==> config.mk <==
export PLATFORM = sky130hd
export DESIGN_NAME = peripheral_irq_enable_flag_bank
export DESIGN_NICKNAME = d
export VERILOG_FILES = /design/src/verilog/irq_bank_pkg.sv /design/src/verilog/peripheral_irq_enable_flag_bank.sv
export SDC_FILE = /design/constraint.sdc
export NUM_CORES = 1
export LEC_CHECK = 0
export BUFFER_PORTS_ARGS = -buffer_cell sky130_fd_sc_hd__buf_2
export CAP_MARGIN = 20
export CORE_ASPECT_RATIO = 0.9
export CORE_UTILIZATION = 40
export DETAILED_ROUTE_END_ITERATION = 10
export PLACE_DENSITY = 0.7
export SETUP_SLACK_MARGIN = 0.5
export SLEW_MARGIN = 20
export SYNTH_ARGS = -nofsm -noshare
export SYNTH_HDL_FRONTEND = slang
export SYNTH_SLANG_ARGS = --single-unit
==> constraint.sdc <==
create_clock -name clk -period 2.5 [get_ports clk]
set_input_delay 0.5 -clock clk [delete_from_list [all_inputs] [get_ports clk]]
set_output_delay 0.5 -clock clk [all_outputs]
set_load 0.03 [all_outputs]
==> src/verilog/irq_bank_pkg.sv <==
/*
  Register map, bit positions and reset values of the peripheral interrupt enable and flag bank.
  Assumes a byte-wide register port and a single core clock domain.
*/
package irq_bank_pkg;

  // ==========================================================================
  // Register offsets.
  localparam logic [7:0] FLAGS_OFFSET   = 8'h0c;
  localparam logic [7:0] ENABLES_OFFSET = 8'h8c;
  // Own register holding the global enable copy at its documented bit.
  localparam logic [7:0] CONTROL_OFFSET = 8'h0b;

  // ==========================================================================
  // Bit positions, shared by the enable and flag bytes, and the global enable bit of the control byte.
  localparam int PARALLEL_BIT = 7;
  localparam int RESERVED_BIT = 6;
  localparam int RX_BIT       = 5;
  localparam int TX_BIT       = 4;
  localparam int SYNC_BIT     = 3;
  localparam int CAPCMP_BIT   = 2;
  localparam int TIMER_B_BIT  = 1;
  localparam int TIMER_A_BIT  = 0;
  localparam int GLOBAL_BIT   = 7;

  // ==========================================================================
  // Reset values.
  localparam logic [7:0] REG_RESET = 8'h00;

  // ==========================================================================
  // Capture/compare unit modes.
  typedef enum logic [1:0] {CC_OFF, CC_CAPTURE, CC_COMPARE, CC_PULSE_WIDTH} capcmp_mode_t;

endpackage : irq_bank_pkg

==> src/verilog/peripheral_irq_enable_flag_bank.sv <==
/*
  Peripheral interrupt enable and flag bank: one enable byte, one flag byte and a combined request.
  Assumes event inputs are one-cycle pulses from logic on clk, and a byte register port.
*/
// The address-and-strobe port was chosen for this implementation.
// How it works
// RL1: Flags latch on their event regardless of per-source or global enables.
// RL2: Software should clear a flag before enabling its source.
// RL3: Enable bit 7 gates the parallel port read/write request.
// RL4: Enable bit 5 gates the serial receive request.
// RL5: Enable bit 4 gates the serial transmit request.
// RL6: Enable bit 1 gates the second timer period match request.
// RL7: Enable bit 0 gates the first timer overflow request.
// RL8: Software writes zero to reserved upper flag bits in portless variant.
// RL9: Without the serial unit, flag bits 5 and 4 read zero.
// RL10: Flag bit 3 sets on sync serial transfer done, held until cleared.
// RL11: In capture mode, flag bit 2 sets on a capture, held until cleared.
// RL12: In compare mode, flag bit 2 sets on a match, held until cleared.
// RL13: In pulse-width mode the unit never sets flag bit 2.
// RL14: Flag bit 1 sets on second timer period match, held until cleared.
// RL15: Flag bit 0 sets on first timer overflow, held until cleared.
// RL16: Receive flag reads one while receive buffer holds data.
// RL17: Transmit flag reads one while transmit buffer is empty.
// RL18: Receive and transmit flags are read-only; others read and write.
// RL19: All enable and flag bits reset to zero.
// RL20: Global enable at control bit 7 gates every peripheral request.
// RL21: Combined request is high when any flag and its enable are both one.
`timescale 1ns/1ps
module peripheral_irq_enable_flag_bank #(
  parameter bit HAS_PARALLEL = 1'b1,
  parameter bit HAS_SERIAL   = 1'b1
) (
  // Clock and reset.
  input  wire logic                        clk,
  input  wire logic                        reset,
  // Register port.
  input  wire logic [7:0]                  addr,
  input  wire logic [7:0]                  wdata,
  input  wire logic                        wr,
  input  wire logic                        rd,
  output logic      [7:0]                  rdata,
  // Peripheral events and states.
  input  wire logic                        parallel_rw_event,
  input  wire logic                        sync_serial_done,
  input  wire logic                        capcmp_capture,
  input  wire logic                        capcmp_match,
  input  wire irq_bank_pkg::capcmp_mode_t  capcmp_mode,
  input  wire logic                        timer_b_match,
  input  wire logic                        timer_a_overflow,
  input  wire logic                        serial_rx_full,
  input  wire logic                        serial_tx_empty,
  // Combined request to the core.
  output logic                             periph_irq
);

  // ==========================================================================
  // State.
  typedef struct packed {
    logic [7:0] flags;
    logic [7:0] enables;
    logic       global_irq_en;
    logic [7:0] rdata;
    logic       irq;
  } state_t;

  state_t state_ff;
  state_t nxt_state;
  logic [7:0] set_vec;
  logic [7:0] live_flags;
  logic [7:0] impl_mask;

  // Stored flag bits: the reserved bit and both buffer-state bits never hold a one.
  localparam logic [7:0] FLAG_STORE_MASK = ~(8'(1 << irq_bank_pkg::RESERVED_BIT) |
                                            8'(1 << irq_bank_pkg::RX_BIT) |
                                            8'(1 << irq_bank_pkg::TX_BIT));

  // Bits that exist in this variant; the reserved bit never holds a one.
  always_comb begin
    impl_mask = 8'h0f;
    impl_mask[irq_bank_pkg::PARALLEL_BIT] = HAS_PARALLEL;
    impl_mask[irq_bank_pkg::RX_BIT]       = HAS_SERIAL;   // [RL9]
    impl_mask[irq_bank_pkg::TX_BIT]       = HAS_SERIAL;   // [RL9]
  end

  // Event set vector; capture/compare qualified by its mode.
  always_comb begin
    set_vec = 8'h00;
    set_vec[irq_bank_pkg::PARALLEL_BIT] = parallel_rw_event;
    set_vec[irq_bank_pkg::SYNC_BIT]     = sync_serial_done;                     // [RL10]
    set_vec[irq_bank_pkg::CAPCMP_BIT]   =
      (capcmp_mode == irq_bank_pkg::CC_CAPTURE && capcmp_capture) ||            // [RL11]
      (capcmp_mode == irq_bank_pkg::CC_COMPARE && capcmp_match);                // [RL12] [RL13]
    set_vec[irq_bank_pkg::TIMER_B_BIT]  = timer_b_match;                        // [RL14]
    set_vec[irq_bank_pkg::TIMER_A_BIT]  = timer_a_overflow;                     // [RL15]
  end

  // Flag byte as seen by software and the request logic.
  always_comb begin
    live_flags = state_ff.flags;
    live_flags[irq_bank_pkg::RX_BIT] = serial_rx_full;   // [RL16]
    live_flags[irq_bank_pkg::TX_BIT] = serial_tx_empty;  // [RL17]
    live_flags = live_flags & impl_mask;                 // [RL9]
  end

  // Next-state logic: writes first, then events, so a set wins over a clear.
  always_comb begin
    nxt_state = state_ff;
    if (wr && addr == irq_bank_pkg::FLAGS_OFFSET) begin
      // Serial bits stay read-only; they follow the buffer state.
      nxt_state.flags = wdata & impl_mask & FLAG_STORE_MASK;  // [RL18]
    end
    if (wr && addr == irq_bank_pkg::ENABLES_OFFSET) begin
      nxt_state.enables = wdata & impl_mask;
    end
    if (wr && addr == irq_bank_pkg::CONTROL_OFFSET) begin
      nxt_state.global_irq_en = wdata[irq_bank_pkg::GLOBAL_BIT];
    end
    nxt_state.flags = (nxt_state.flags | set_vec) & impl_mask & FLAG_STORE_MASK;  // [RL1]
    nxt_state.rdata = 8'h00;
    if (rd) begin
      unique case (addr)
        irq_bank_pkg::FLAGS_OFFSET:   nxt_state.rdata = live_flags;
        irq_bank_pkg::ENABLES_OFFSET: nxt_state.rdata = state_ff.enables;
        irq_bank_pkg::CONTROL_OFFSET: nxt_state.rdata = {state_ff.global_irq_en, 7'h00};
        default:                      nxt_state.rdata = 8'h00;
      endcase
    end
    // Per-source gating then global gating.
    nxt_state.irq = state_ff.global_irq_en && |(live_flags & state_ff.enables);  // [RL3] [RL4] [RL5] [RL6] [RL7] [RL20] [RL21]
  end

  // State register.
  always_ff @(posedge clk or posedge reset) begin
    if (reset) begin
      state_ff <= '0;  // [RL19]
    end else begin
      state_ff <= nxt_state;
    end
  end

  assign rdata      = state_ff.rdata;
  assign periph_irq = state_ff.irq;

  // ==========================================================================
  // Assertions.
  // Decoded write strobes and gated flags, used only by the checks below.
  logic       flag_wr;
  logic       en_wr;
  logic       ctl_wr;
  logic [7:0] pending;
  assign flag_wr = wr && addr == irq_bank_pkg::FLAGS_OFFSET;
  assign en_wr   = wr && addr == irq_bank_pkg::ENABLES_OFFSET;
  assign ctl_wr  = wr && addr == irq_bank_pkg::CONTROL_OFFSET;
  assign pending = live_flags & state_ff.enables;

  property p_flag_latch;
    @(posedge clk) disable iff (reset) timer_a_overflow |=> state_ff.flags[irq_bank_pkg::TIMER_A_BIT];
  endproperty
  a_flag_latch: assert property (p_flag_latch) else $error("Overflow flag not latched."); // [RL1] [RL15]

  property p_sync_hold;
    @(posedge clk) disable iff (reset)
      state_ff.flags[irq_bank_pkg::SYNC_BIT] && !(wr && addr == irq_bank_pkg::FLAGS_OFFSET)
      |=> state_ff.flags[irq_bank_pkg::SYNC_BIT];
  endproperty
  a_sync_hold: assert property (p_sync_hold) else $error("Sync flag dropped without write."); // [RL10]

  property p_capture;
    @(posedge clk) disable iff (reset)
      capcmp_mode == irq_bank_pkg::CC_CAPTURE && capcmp_capture |=> state_ff.flags[irq_bank_pkg::CAPCMP_BIT];
  endproperty
  a_capture: assert property (p_capture) else $error("Capture did not set flag."); // [RL11]

  property p_compare;
    @(posedge clk) disable iff (reset)
      capcmp_mode == irq_bank_pkg::CC_COMPARE && capcmp_match |=> state_ff.flags[irq_bank_pkg::CAPCMP_BIT];
  endproperty
  a_compare: assert property (p_compare) else $error("Compare did not set flag."); // [RL12]

  property p_pwm_quiet;
    @(posedge clk) disable iff (reset)
      capcmp_mode == irq_bank_pkg::CC_PULSE_WIDTH && !state_ff.flags[irq_bank_pkg::CAPCMP_BIT]
      && !(wr && addr == irq_bank_pkg::FLAGS_OFFSET) |=> !state_ff.flags[irq_bank_pkg::CAPCMP_BIT];
  endproperty
  a_pwm_quiet: assert property (p_pwm_quiet) else $error("Pulse-width mode set the flag."); // [RL13]

  property p_timer_b;
    @(posedge clk) disable iff (reset) timer_b_match |=> state_ff.flags[irq_bank_pkg::TIMER_B_BIT];
  endproperty
  a_timer_b: assert property (p_timer_b) else $error("Timer match flag not set."); // [RL14]

  property p_rx_read;
    @(posedge clk) disable iff (reset) rd && addr == irq_bank_pkg::FLAGS_OFFSET |=>
      rdata[irq_bank_pkg::RX_BIT] == (HAS_SERIAL && $past(serial_rx_full));
  endproperty
  a_rx_read: assert property (p_rx_read) else $error("Receive flag read wrong."); // [RL16] [RL9]

  property p_tx_read;
    @(posedge clk) disable iff (reset) rd && addr == irq_bank_pkg::FLAGS_OFFSET |=>
      rdata[irq_bank_pkg::TX_BIT] == (HAS_SERIAL && $past(serial_tx_empty));
  endproperty
  a_tx_read: assert property (p_tx_read) else $error("Transmit flag read wrong."); // [RL17] [RL18]

  property p_irq;
    @(posedge clk) disable iff (reset)
      1'b1 |=> periph_irq == ($past(state_ff.global_irq_en) && |($past(live_flags) & $past(state_ff.enables)));
  endproperty
  a_irq: assert property (p_irq) else $error("Combined request wrong."); // [RL20] [RL21] [RL3] [RL7]

  property p_no_gate_global;
    @(posedge clk) disable iff (reset) !state_ff.global_irq_en |=> !periph_irq;
  endproperty
  a_no_gate_global: assert property (p_no_gate_global) else $error("Request with global enable low."); // [RL20]

  property p_parallel_latch;
    @(posedge clk) disable iff (reset)
      HAS_PARALLEL && parallel_rw_event |=> state_ff.flags[irq_bank_pkg::PARALLEL_BIT];
  endproperty
  a_parallel_latch: assert property (p_parallel_latch) else $error("Parallel port flag not latched."); // [RL1]

  property p_sync_latch;
    @(posedge clk) disable iff (reset)
      sync_serial_done |=> state_ff.flags[irq_bank_pkg::SYNC_BIT];
  endproperty
  a_sync_latch: assert property (p_sync_latch) else $error("Sync flag not latched."); // [RL10]

  property p_timer_a_hold;
    @(posedge clk) disable iff (reset)
      state_ff.flags[irq_bank_pkg::TIMER_A_BIT] && !flag_wr |=> state_ff.flags[irq_bank_pkg::TIMER_A_BIT];
  endproperty
  a_timer_a_hold: assert property (p_timer_a_hold) else $error("Overflow flag dropped without write."); // [RL15]

  property p_timer_b_hold;
    @(posedge clk) disable iff (reset)
      state_ff.flags[irq_bank_pkg::TIMER_B_BIT] && !flag_wr |=> state_ff.flags[irq_bank_pkg::TIMER_B_BIT];
  endproperty
  a_timer_b_hold: assert property (p_timer_b_hold) else $error("Match flag dropped without write."); // [RL14]

  property p_capcmp_hold;
    @(posedge clk) disable iff (reset)
      state_ff.flags[irq_bank_pkg::CAPCMP_BIT] && !flag_wr |=> state_ff.flags[irq_bank_pkg::CAPCMP_BIT];
  endproperty
  a_capcmp_hold: assert property (p_capcmp_hold) else $error("Capture flag dropped without write."); // [RL11] [RL12]

  property p_flag_write;
    @(posedge clk) disable iff (reset)
      flag_wr && set_vec == 8'h00 |=> state_ff.flags == ($past(wdata) & impl_mask & FLAG_STORE_MASK);
  endproperty
  a_flag_write: assert property (p_flag_write) else $error("Flag write stored wrong value."); // [RL18]

  property p_serial_ro;
    @(posedge clk) disable iff (reset)
      1'b1 |-> !state_ff.flags[irq_bank_pkg::RX_BIT] && !state_ff.flags[irq_bank_pkg::TX_BIT];
  endproperty
  a_serial_ro: assert property (p_serial_ro) else $error("Buffer flag bit was stored."); // [RL18]

  property p_flag_reserved;
    @(posedge clk) disable iff (reset)
      1'b1 |-> !state_ff.flags[irq_bank_pkg::RESERVED_BIT];
  endproperty
  a_flag_reserved: assert property (p_flag_reserved) else $error("Reserved flag bit was stored.");

  property p_enable_reserved;
    @(posedge clk) disable iff (reset)
      1'b1 |-> !state_ff.enables[irq_bank_pkg::RESERVED_BIT];
  endproperty
  a_enable_reserved: assert property (p_enable_reserved) else $error("Reserved enable bit was stored.");

  property p_enable_write;
    @(posedge clk) disable iff (reset)
      en_wr |=> state_ff.enables == ($past(wdata) & impl_mask);
  endproperty
  a_enable_write: assert property (p_enable_write) else $error("Enable write stored wrong value.");

  property p_control_set;
    @(posedge clk) disable iff (reset)
      ctl_wr && wdata[irq_bank_pkg::GLOBAL_BIT] |=> state_ff.global_irq_en;
  endproperty
  a_control_set: assert property (p_control_set) else $error("Global enable not set by write."); // [RL20]

  property p_control_clear;
    @(posedge clk) disable iff (reset)
      ctl_wr && !wdata[irq_bank_pkg::GLOBAL_BIT] |=> !state_ff.global_irq_en;
  endproperty
  a_control_clear: assert property (p_control_clear) else $error("Global enable not cleared by write."); // [RL20]

  property p_enable_read;
    @(posedge clk) disable iff (reset)
      rd && addr == irq_bank_pkg::ENABLES_OFFSET |=> rdata == $past(state_ff.enables);
  endproperty
  a_enable_read: assert property (p_enable_read) else $error("Enable read returned wrong value.");

  property p_unmapped_read;
    @(posedge clk) disable iff (reset)
      rd && addr != irq_bank_pkg::FLAGS_OFFSET && addr != irq_bank_pkg::ENABLES_OFFSET
      && addr != irq_bank_pkg::CONTROL_OFFSET |=> rdata == 8'h00;
  endproperty
  a_unmapped_read: assert property (p_unmapped_read) else $error("Unmapped read returned data.");

  property p_rdata_idle;
    @(posedge clk) disable iff (reset)
      !rd |=> rdata == 8'h00;
  endproperty
  a_rdata_idle: assert property (p_rdata_idle) else $error("Read data shown without a read.");

  property p_reset_values;
    @(posedge clk)
      reset |-> state_ff == '0;
  endproperty
  a_reset_values: assert property (p_reset_values) else $error("State not cleared in reset."); // [RL19]

  property p_mask_block;
    @(posedge clk) disable iff (reset)
      pending == 8'h00 |=> !periph_irq;
  endproperty
  a_mask_block: assert property (p_mask_block) else $error("Request without an enabled flag."); // [RL21]

  property p_parallel_allow;
    @(posedge clk) disable iff (reset)
      state_ff.global_irq_en && pending[irq_bank_pkg::PARALLEL_BIT] |=> periph_irq;
  endproperty
  a_parallel_allow: assert property (p_parallel_allow) else $error("Parallel port request lost."); // [RL3]

  property p_rx_allow;
    @(posedge clk) disable iff (reset)
      state_ff.global_irq_en && pending[irq_bank_pkg::RX_BIT] |=> periph_irq;
  endproperty
  a_rx_allow: assert property (p_rx_allow) else $error("Receive request lost."); // [RL4]

  property p_tx_allow;
    @(posedge clk) disable iff (reset)
      state_ff.global_irq_en && pending[irq_bank_pkg::TX_BIT] |=> periph_irq;
  endproperty
  a_tx_allow: assert property (p_tx_allow) else $error("Transmit request lost."); // [RL5]

  property p_sync_allow;
    @(posedge clk) disable iff (reset)
      state_ff.global_irq_en && pending[irq_bank_pkg::SYNC_BIT] |=> periph_irq;
  endproperty
  a_sync_allow: assert property (p_sync_allow) else $error("Sync serial request lost."); // [RL21]

  property p_capcmp_allow;
    @(posedge clk) disable iff (reset)
      state_ff.global_irq_en && pending[irq_bank_pkg::CAPCMP_BIT] |=> periph_irq;
  endproperty
  a_capcmp_allow: assert property (p_capcmp_allow) else $error("Capture/compare request lost."); // [RL21]

  property p_timer_b_allow;
    @(posedge clk) disable iff (reset)
      state_ff.global_irq_en && pending[irq_bank_pkg::TIMER_B_BIT] |=> periph_irq;
  endproperty
  a_timer_b_allow: assert property (p_timer_b_allow) else $error("Timer match request lost."); // [RL6]

  property p_timer_a_allow;
    @(posedge clk) disable iff (reset)
      state_ff.global_irq_en && pending[irq_bank_pkg::TIMER_A_BIT] |=> periph_irq;
  endproperty
  a_timer_a_allow: assert property (p_timer_a_allow) else $error("Overflow request lost."); // [RL7]

  c_irq:     cover property (@(posedge clk) disable iff (reset) $rose(periph_irq));
  c_clear:   cover property (@(posedge clk) disable iff (reset) $fell(state_ff.flags[irq_bank_pkg::TIMER_A_BIT]));
  c_capture: cover property (@(posedge clk) disable iff (reset) $rose(state_ff.flags[irq_bank_pkg::CAPCMP_BIT]));
  c_pwm:     cover property (@(posedge clk) disable iff (reset)
                             capcmp_mode == irq_bank_pkg::CC_PULSE_WIDTH && capcmp_match);
  c_buffers: cover property (@(posedge clk) disable iff (reset) live_flags[irq_bank_pkg::RX_BIT] && periph_irq);

endmodule : peripheral_irq_enable_flag_bank

==> results.sh <==
export IMPL_core_rowCount=17
export IMPL_num_vias=728
export IMPL_hold_buffers=0
export IMPL_cts_max_path_buffers=2
export IMPL_clk_pin_slew_ns=0.11
export IMPL_dieHeight_um=50.0
export IMPL_synth_warnings=0
export IMPL_gr_total_overflow=0
export IMPL_finalNetCount=148
export IMPL_dp_hpwl_mm=1.41
export IMPL_critPathBufInv=1
export IMPL_ys_types=22
export IMPL_nFillCells=222
export IMPL_totalPowerFinal_w=0.000575
export IMPL_final_area_sq_mm=0.00120
export IMPL_tightest_slew_ns=0.793
export IMPL_finalSetupViolCount=0
export IMPL_cp_start_kind="input pin"
export IMPL_wl_mm=1.77
export IMPL_synth_seq_area_share=0.514
export IMPL_hold_viol=0
export IMPL_fin_skew_ns=0.00827
export IMPL_fmax_mhz=665
export IMPL_synth_area_sq_mm=0.00102
export IMPL_hold_path_class="in -> async"
export IMPL_crit_fanout=7
export IMPL_synth_area_per_cell_sq_um=11.9
export IMPL_cts_resized_gates=0
export IMPL_critPathRequiredTime_ns=2.69
export IMPL_initial_utilization=0.418
export IMPL_max_slew_margin=0.470
export IMPL_die_w_um=55.3
export IMPL_vdd_drop_max_uv=301
export IMPL_areaGrowthSynthToFinish_pct=17.3
export IMPL_slew_viol_final=0
export IMPL_antenna_found_initial=0
export IMPL_clkLatencyLatePin_ns=0.30
export IMPL_cp_top_family="simple AND/OR/NAND/NOR gates"
export IMPL_max_cap_violations=0
export IMPL_cts_buffers=3
export IMPL_drtIter0Drc=10
export IMPL_io_pins=39
export IMPL_wl_per_cell_um=12.2
export IMPL_fin_crit_ns=1.50
export IMPL_grt_pass1_wl_mm=3.14
export IMPL_setup_tns_ns=0
export IMPL_synth_seq_cells=21
export IMPL_place_gp_congestion=0.720
export IMPL_viasPerCell=5.02
export IMPL_drt_pass1_iter_count=4
export IMPL_hold_ws_ns=0.333
export IMPL_p_leak_nw=0.651
export IMPL_critical_path_class="in -> reg"
export IMPL_drc=0
export IMPL_grt_pass1_vias=722
export IMPL_n_antenna_cell=0
export IMPL_layout_drive_gt1_share=0.436
export IMPL_grt_usage=0.147
export IMPL_cts_root_buf="clkbuf_4"
export IMPL_cts_setup_buffers=0
export IMPL_status="complete, no violations"
export IMPL_core_sq_mm=0.00245
export IMPL_die_area_sq_mm=0.00276
export IMPL_grt_max_degree=22
export IMPL_p_per_area_mw_per_mm2=480
export IMPL_port_buffers=36
export IMPL_worst_ep_arrival_time_ns=1.69
export IMPL_end_kind="flop"
export IMPL_placed_cell_area_sq_mm=0.00117
export IMPL_cp_slowest_cell="nor4b_4"
export IMPL_cts_htree_levels=1
export IMPL_critical_path_max_stage_delay_ns=0.42
export IMPL_synthCells=86
export IMPL_period_share=0.601
export IMPL_postRouteAntennaNets=0
export IMPL_crit_chain="buf_2 > nor4b_4 > nand4_2 > mux2_2"
export IMPL_clock_sinks=21
export IMPL_cts_tree="built"
export IMPL_syn_nets=116
export IMPL_rsz0062_at_grt="no"
-- metrics by stage --
stage / std cells / utilization / worst slack (ns)
global placement: 141 / 0.479 / 0.676
global route: 145 / 0.490 / 0.882
CTS: 145 / 0.490 / 0.982
floorplan: 86 / - / 0.936
finish: 145 / 0.490 / 0.997
detailed placement: 141 / 0.479 / 0.646
-- cell usage in the layout, fill, tap and decap left out, drive strengths merged --
cell    Yosys  routed
nor4b       1       1
nor3b       1       1
a222oi      1       1
nand3b      2       2
nand3       2       2
nand4       1       1
buf         9      36
and4b       1       1
mux2i      10      10
nand2       2       2
o21ai       1       1
inv         2       2
a211o       1       1
clkbuf      0       4
nor4bb      2       2
a31oi       1       1
nor2       15      15
dfrtp      21      21
mux2        9       9
conb        1       1
a22oi       3       3
-- final timing paths --
kind | slack (ns) | depth (start not counted) | endpoint | startpoint
worst max-delay path | 1.0 | 4 | state_ff[12]$_DFFE_PP0P_ | addr[5]
worst min-delay path | 0.33 | 2 | state_ff[17]$_DFFE_PP0P_ | reset
worst max register to register | 1.49 | 2 | periph_irq$_DFF_PP0_ | live_flags[2]$_DFF_PP0_
worst min register to register | 0.55 | 1 | state_ff[14]$_DFFE_PP0P_ | state_ff[14]$_DFFE_PP0P_
max in group asynchronous | 1.67 | 2 | rdata[0]$_DFF_PP0_ | reset
min in group clk | 0.43 | 2 | state_ff[15]$_DFFE_PP0P_ | wdata[5]
-- synth_stat cells --
cell type | n | area (sq um)
dfrtp_1 | 21 | 526
nand3_1 | 2 | 10.0
a22oi_1 | 3 | 22.5
mux2i_1 | 10 | 100
a31oi_1 | 1 | 6.26
nor4bb_1 | 2 | 20.0
conb_1 | 1 | 3.75
nor3b_1 | 1 | 7.51
buf_4 | 8 | 60.1
nor4b_4 | 1 | 23.8
a211o_1 | 1 | 8.76
nand2_1 | 2 | 7.51
and4b_1 | 1 | 10.0
mux2_2 | 9 | 101
inv_1 | 2 | 7.51
o21ai_0 | 1 | 5.00
nand3b_2 | 1 | 11.3
nand4_2 | 1 | 12.5
nand3b_1 | 1 | 7.51
buf_2 | 1 | 5.00
nor2_1 | 15 | 56.3
a222oi_1 | 1 | 10.0
-- state kept, by name (all words and copies together) (netlist names) --
signal / cells
live_flags: 5
periph_irq: 1
rdata: 7
state_ff: 8
-- layer usage --
layer	vias up	global-route usage	routed length [um]	part of all wire
met5	-	0	0	0
met4	0	0.0250	7	0.0039
met3	2	0.0551	102	0.058
met2	22	0.247	881	0.50
met1	344	0.184	782	0.44
li1	360	-	-	-
-- kinds of logic (layout without fill, tap and decap cells) --
kind of cell	Yosys count	count (layout)	synth area share
flops	21	21	0.514
simple gates	27	27	0.163
buf+inv	11	42	0.0710
other cells	1	1	0.00367
mux	19	19	0.197
compound gates	7	7	0.0514
-- area by class of cell --
| type | count | area, sq um | share of cell area |
|---|---|---|---|
| clock buffers | 4 | 26.3 | 0.0219 |
| inverters | 2 | 7.51 | 0.00626 |
| multi-input cells | 54 | 424 | 0.354 |
| flip-flops and latches | 21 | 526 | 0.438 |
| well taps | 28 | 35.0 | 0.0292 |
| repair buffers | 36 | 180 | 0.150 |
-- where the power goes --
| group | internal, W | switching (W) |
|---|---|---|
| sequential | 0.000346 | 0.00000532 |
| combinational | 0.0000345 | 0.0000337 |
| clock | 0.0000622 | 0.0000928 |
Power figures use the tool's default switching activity.
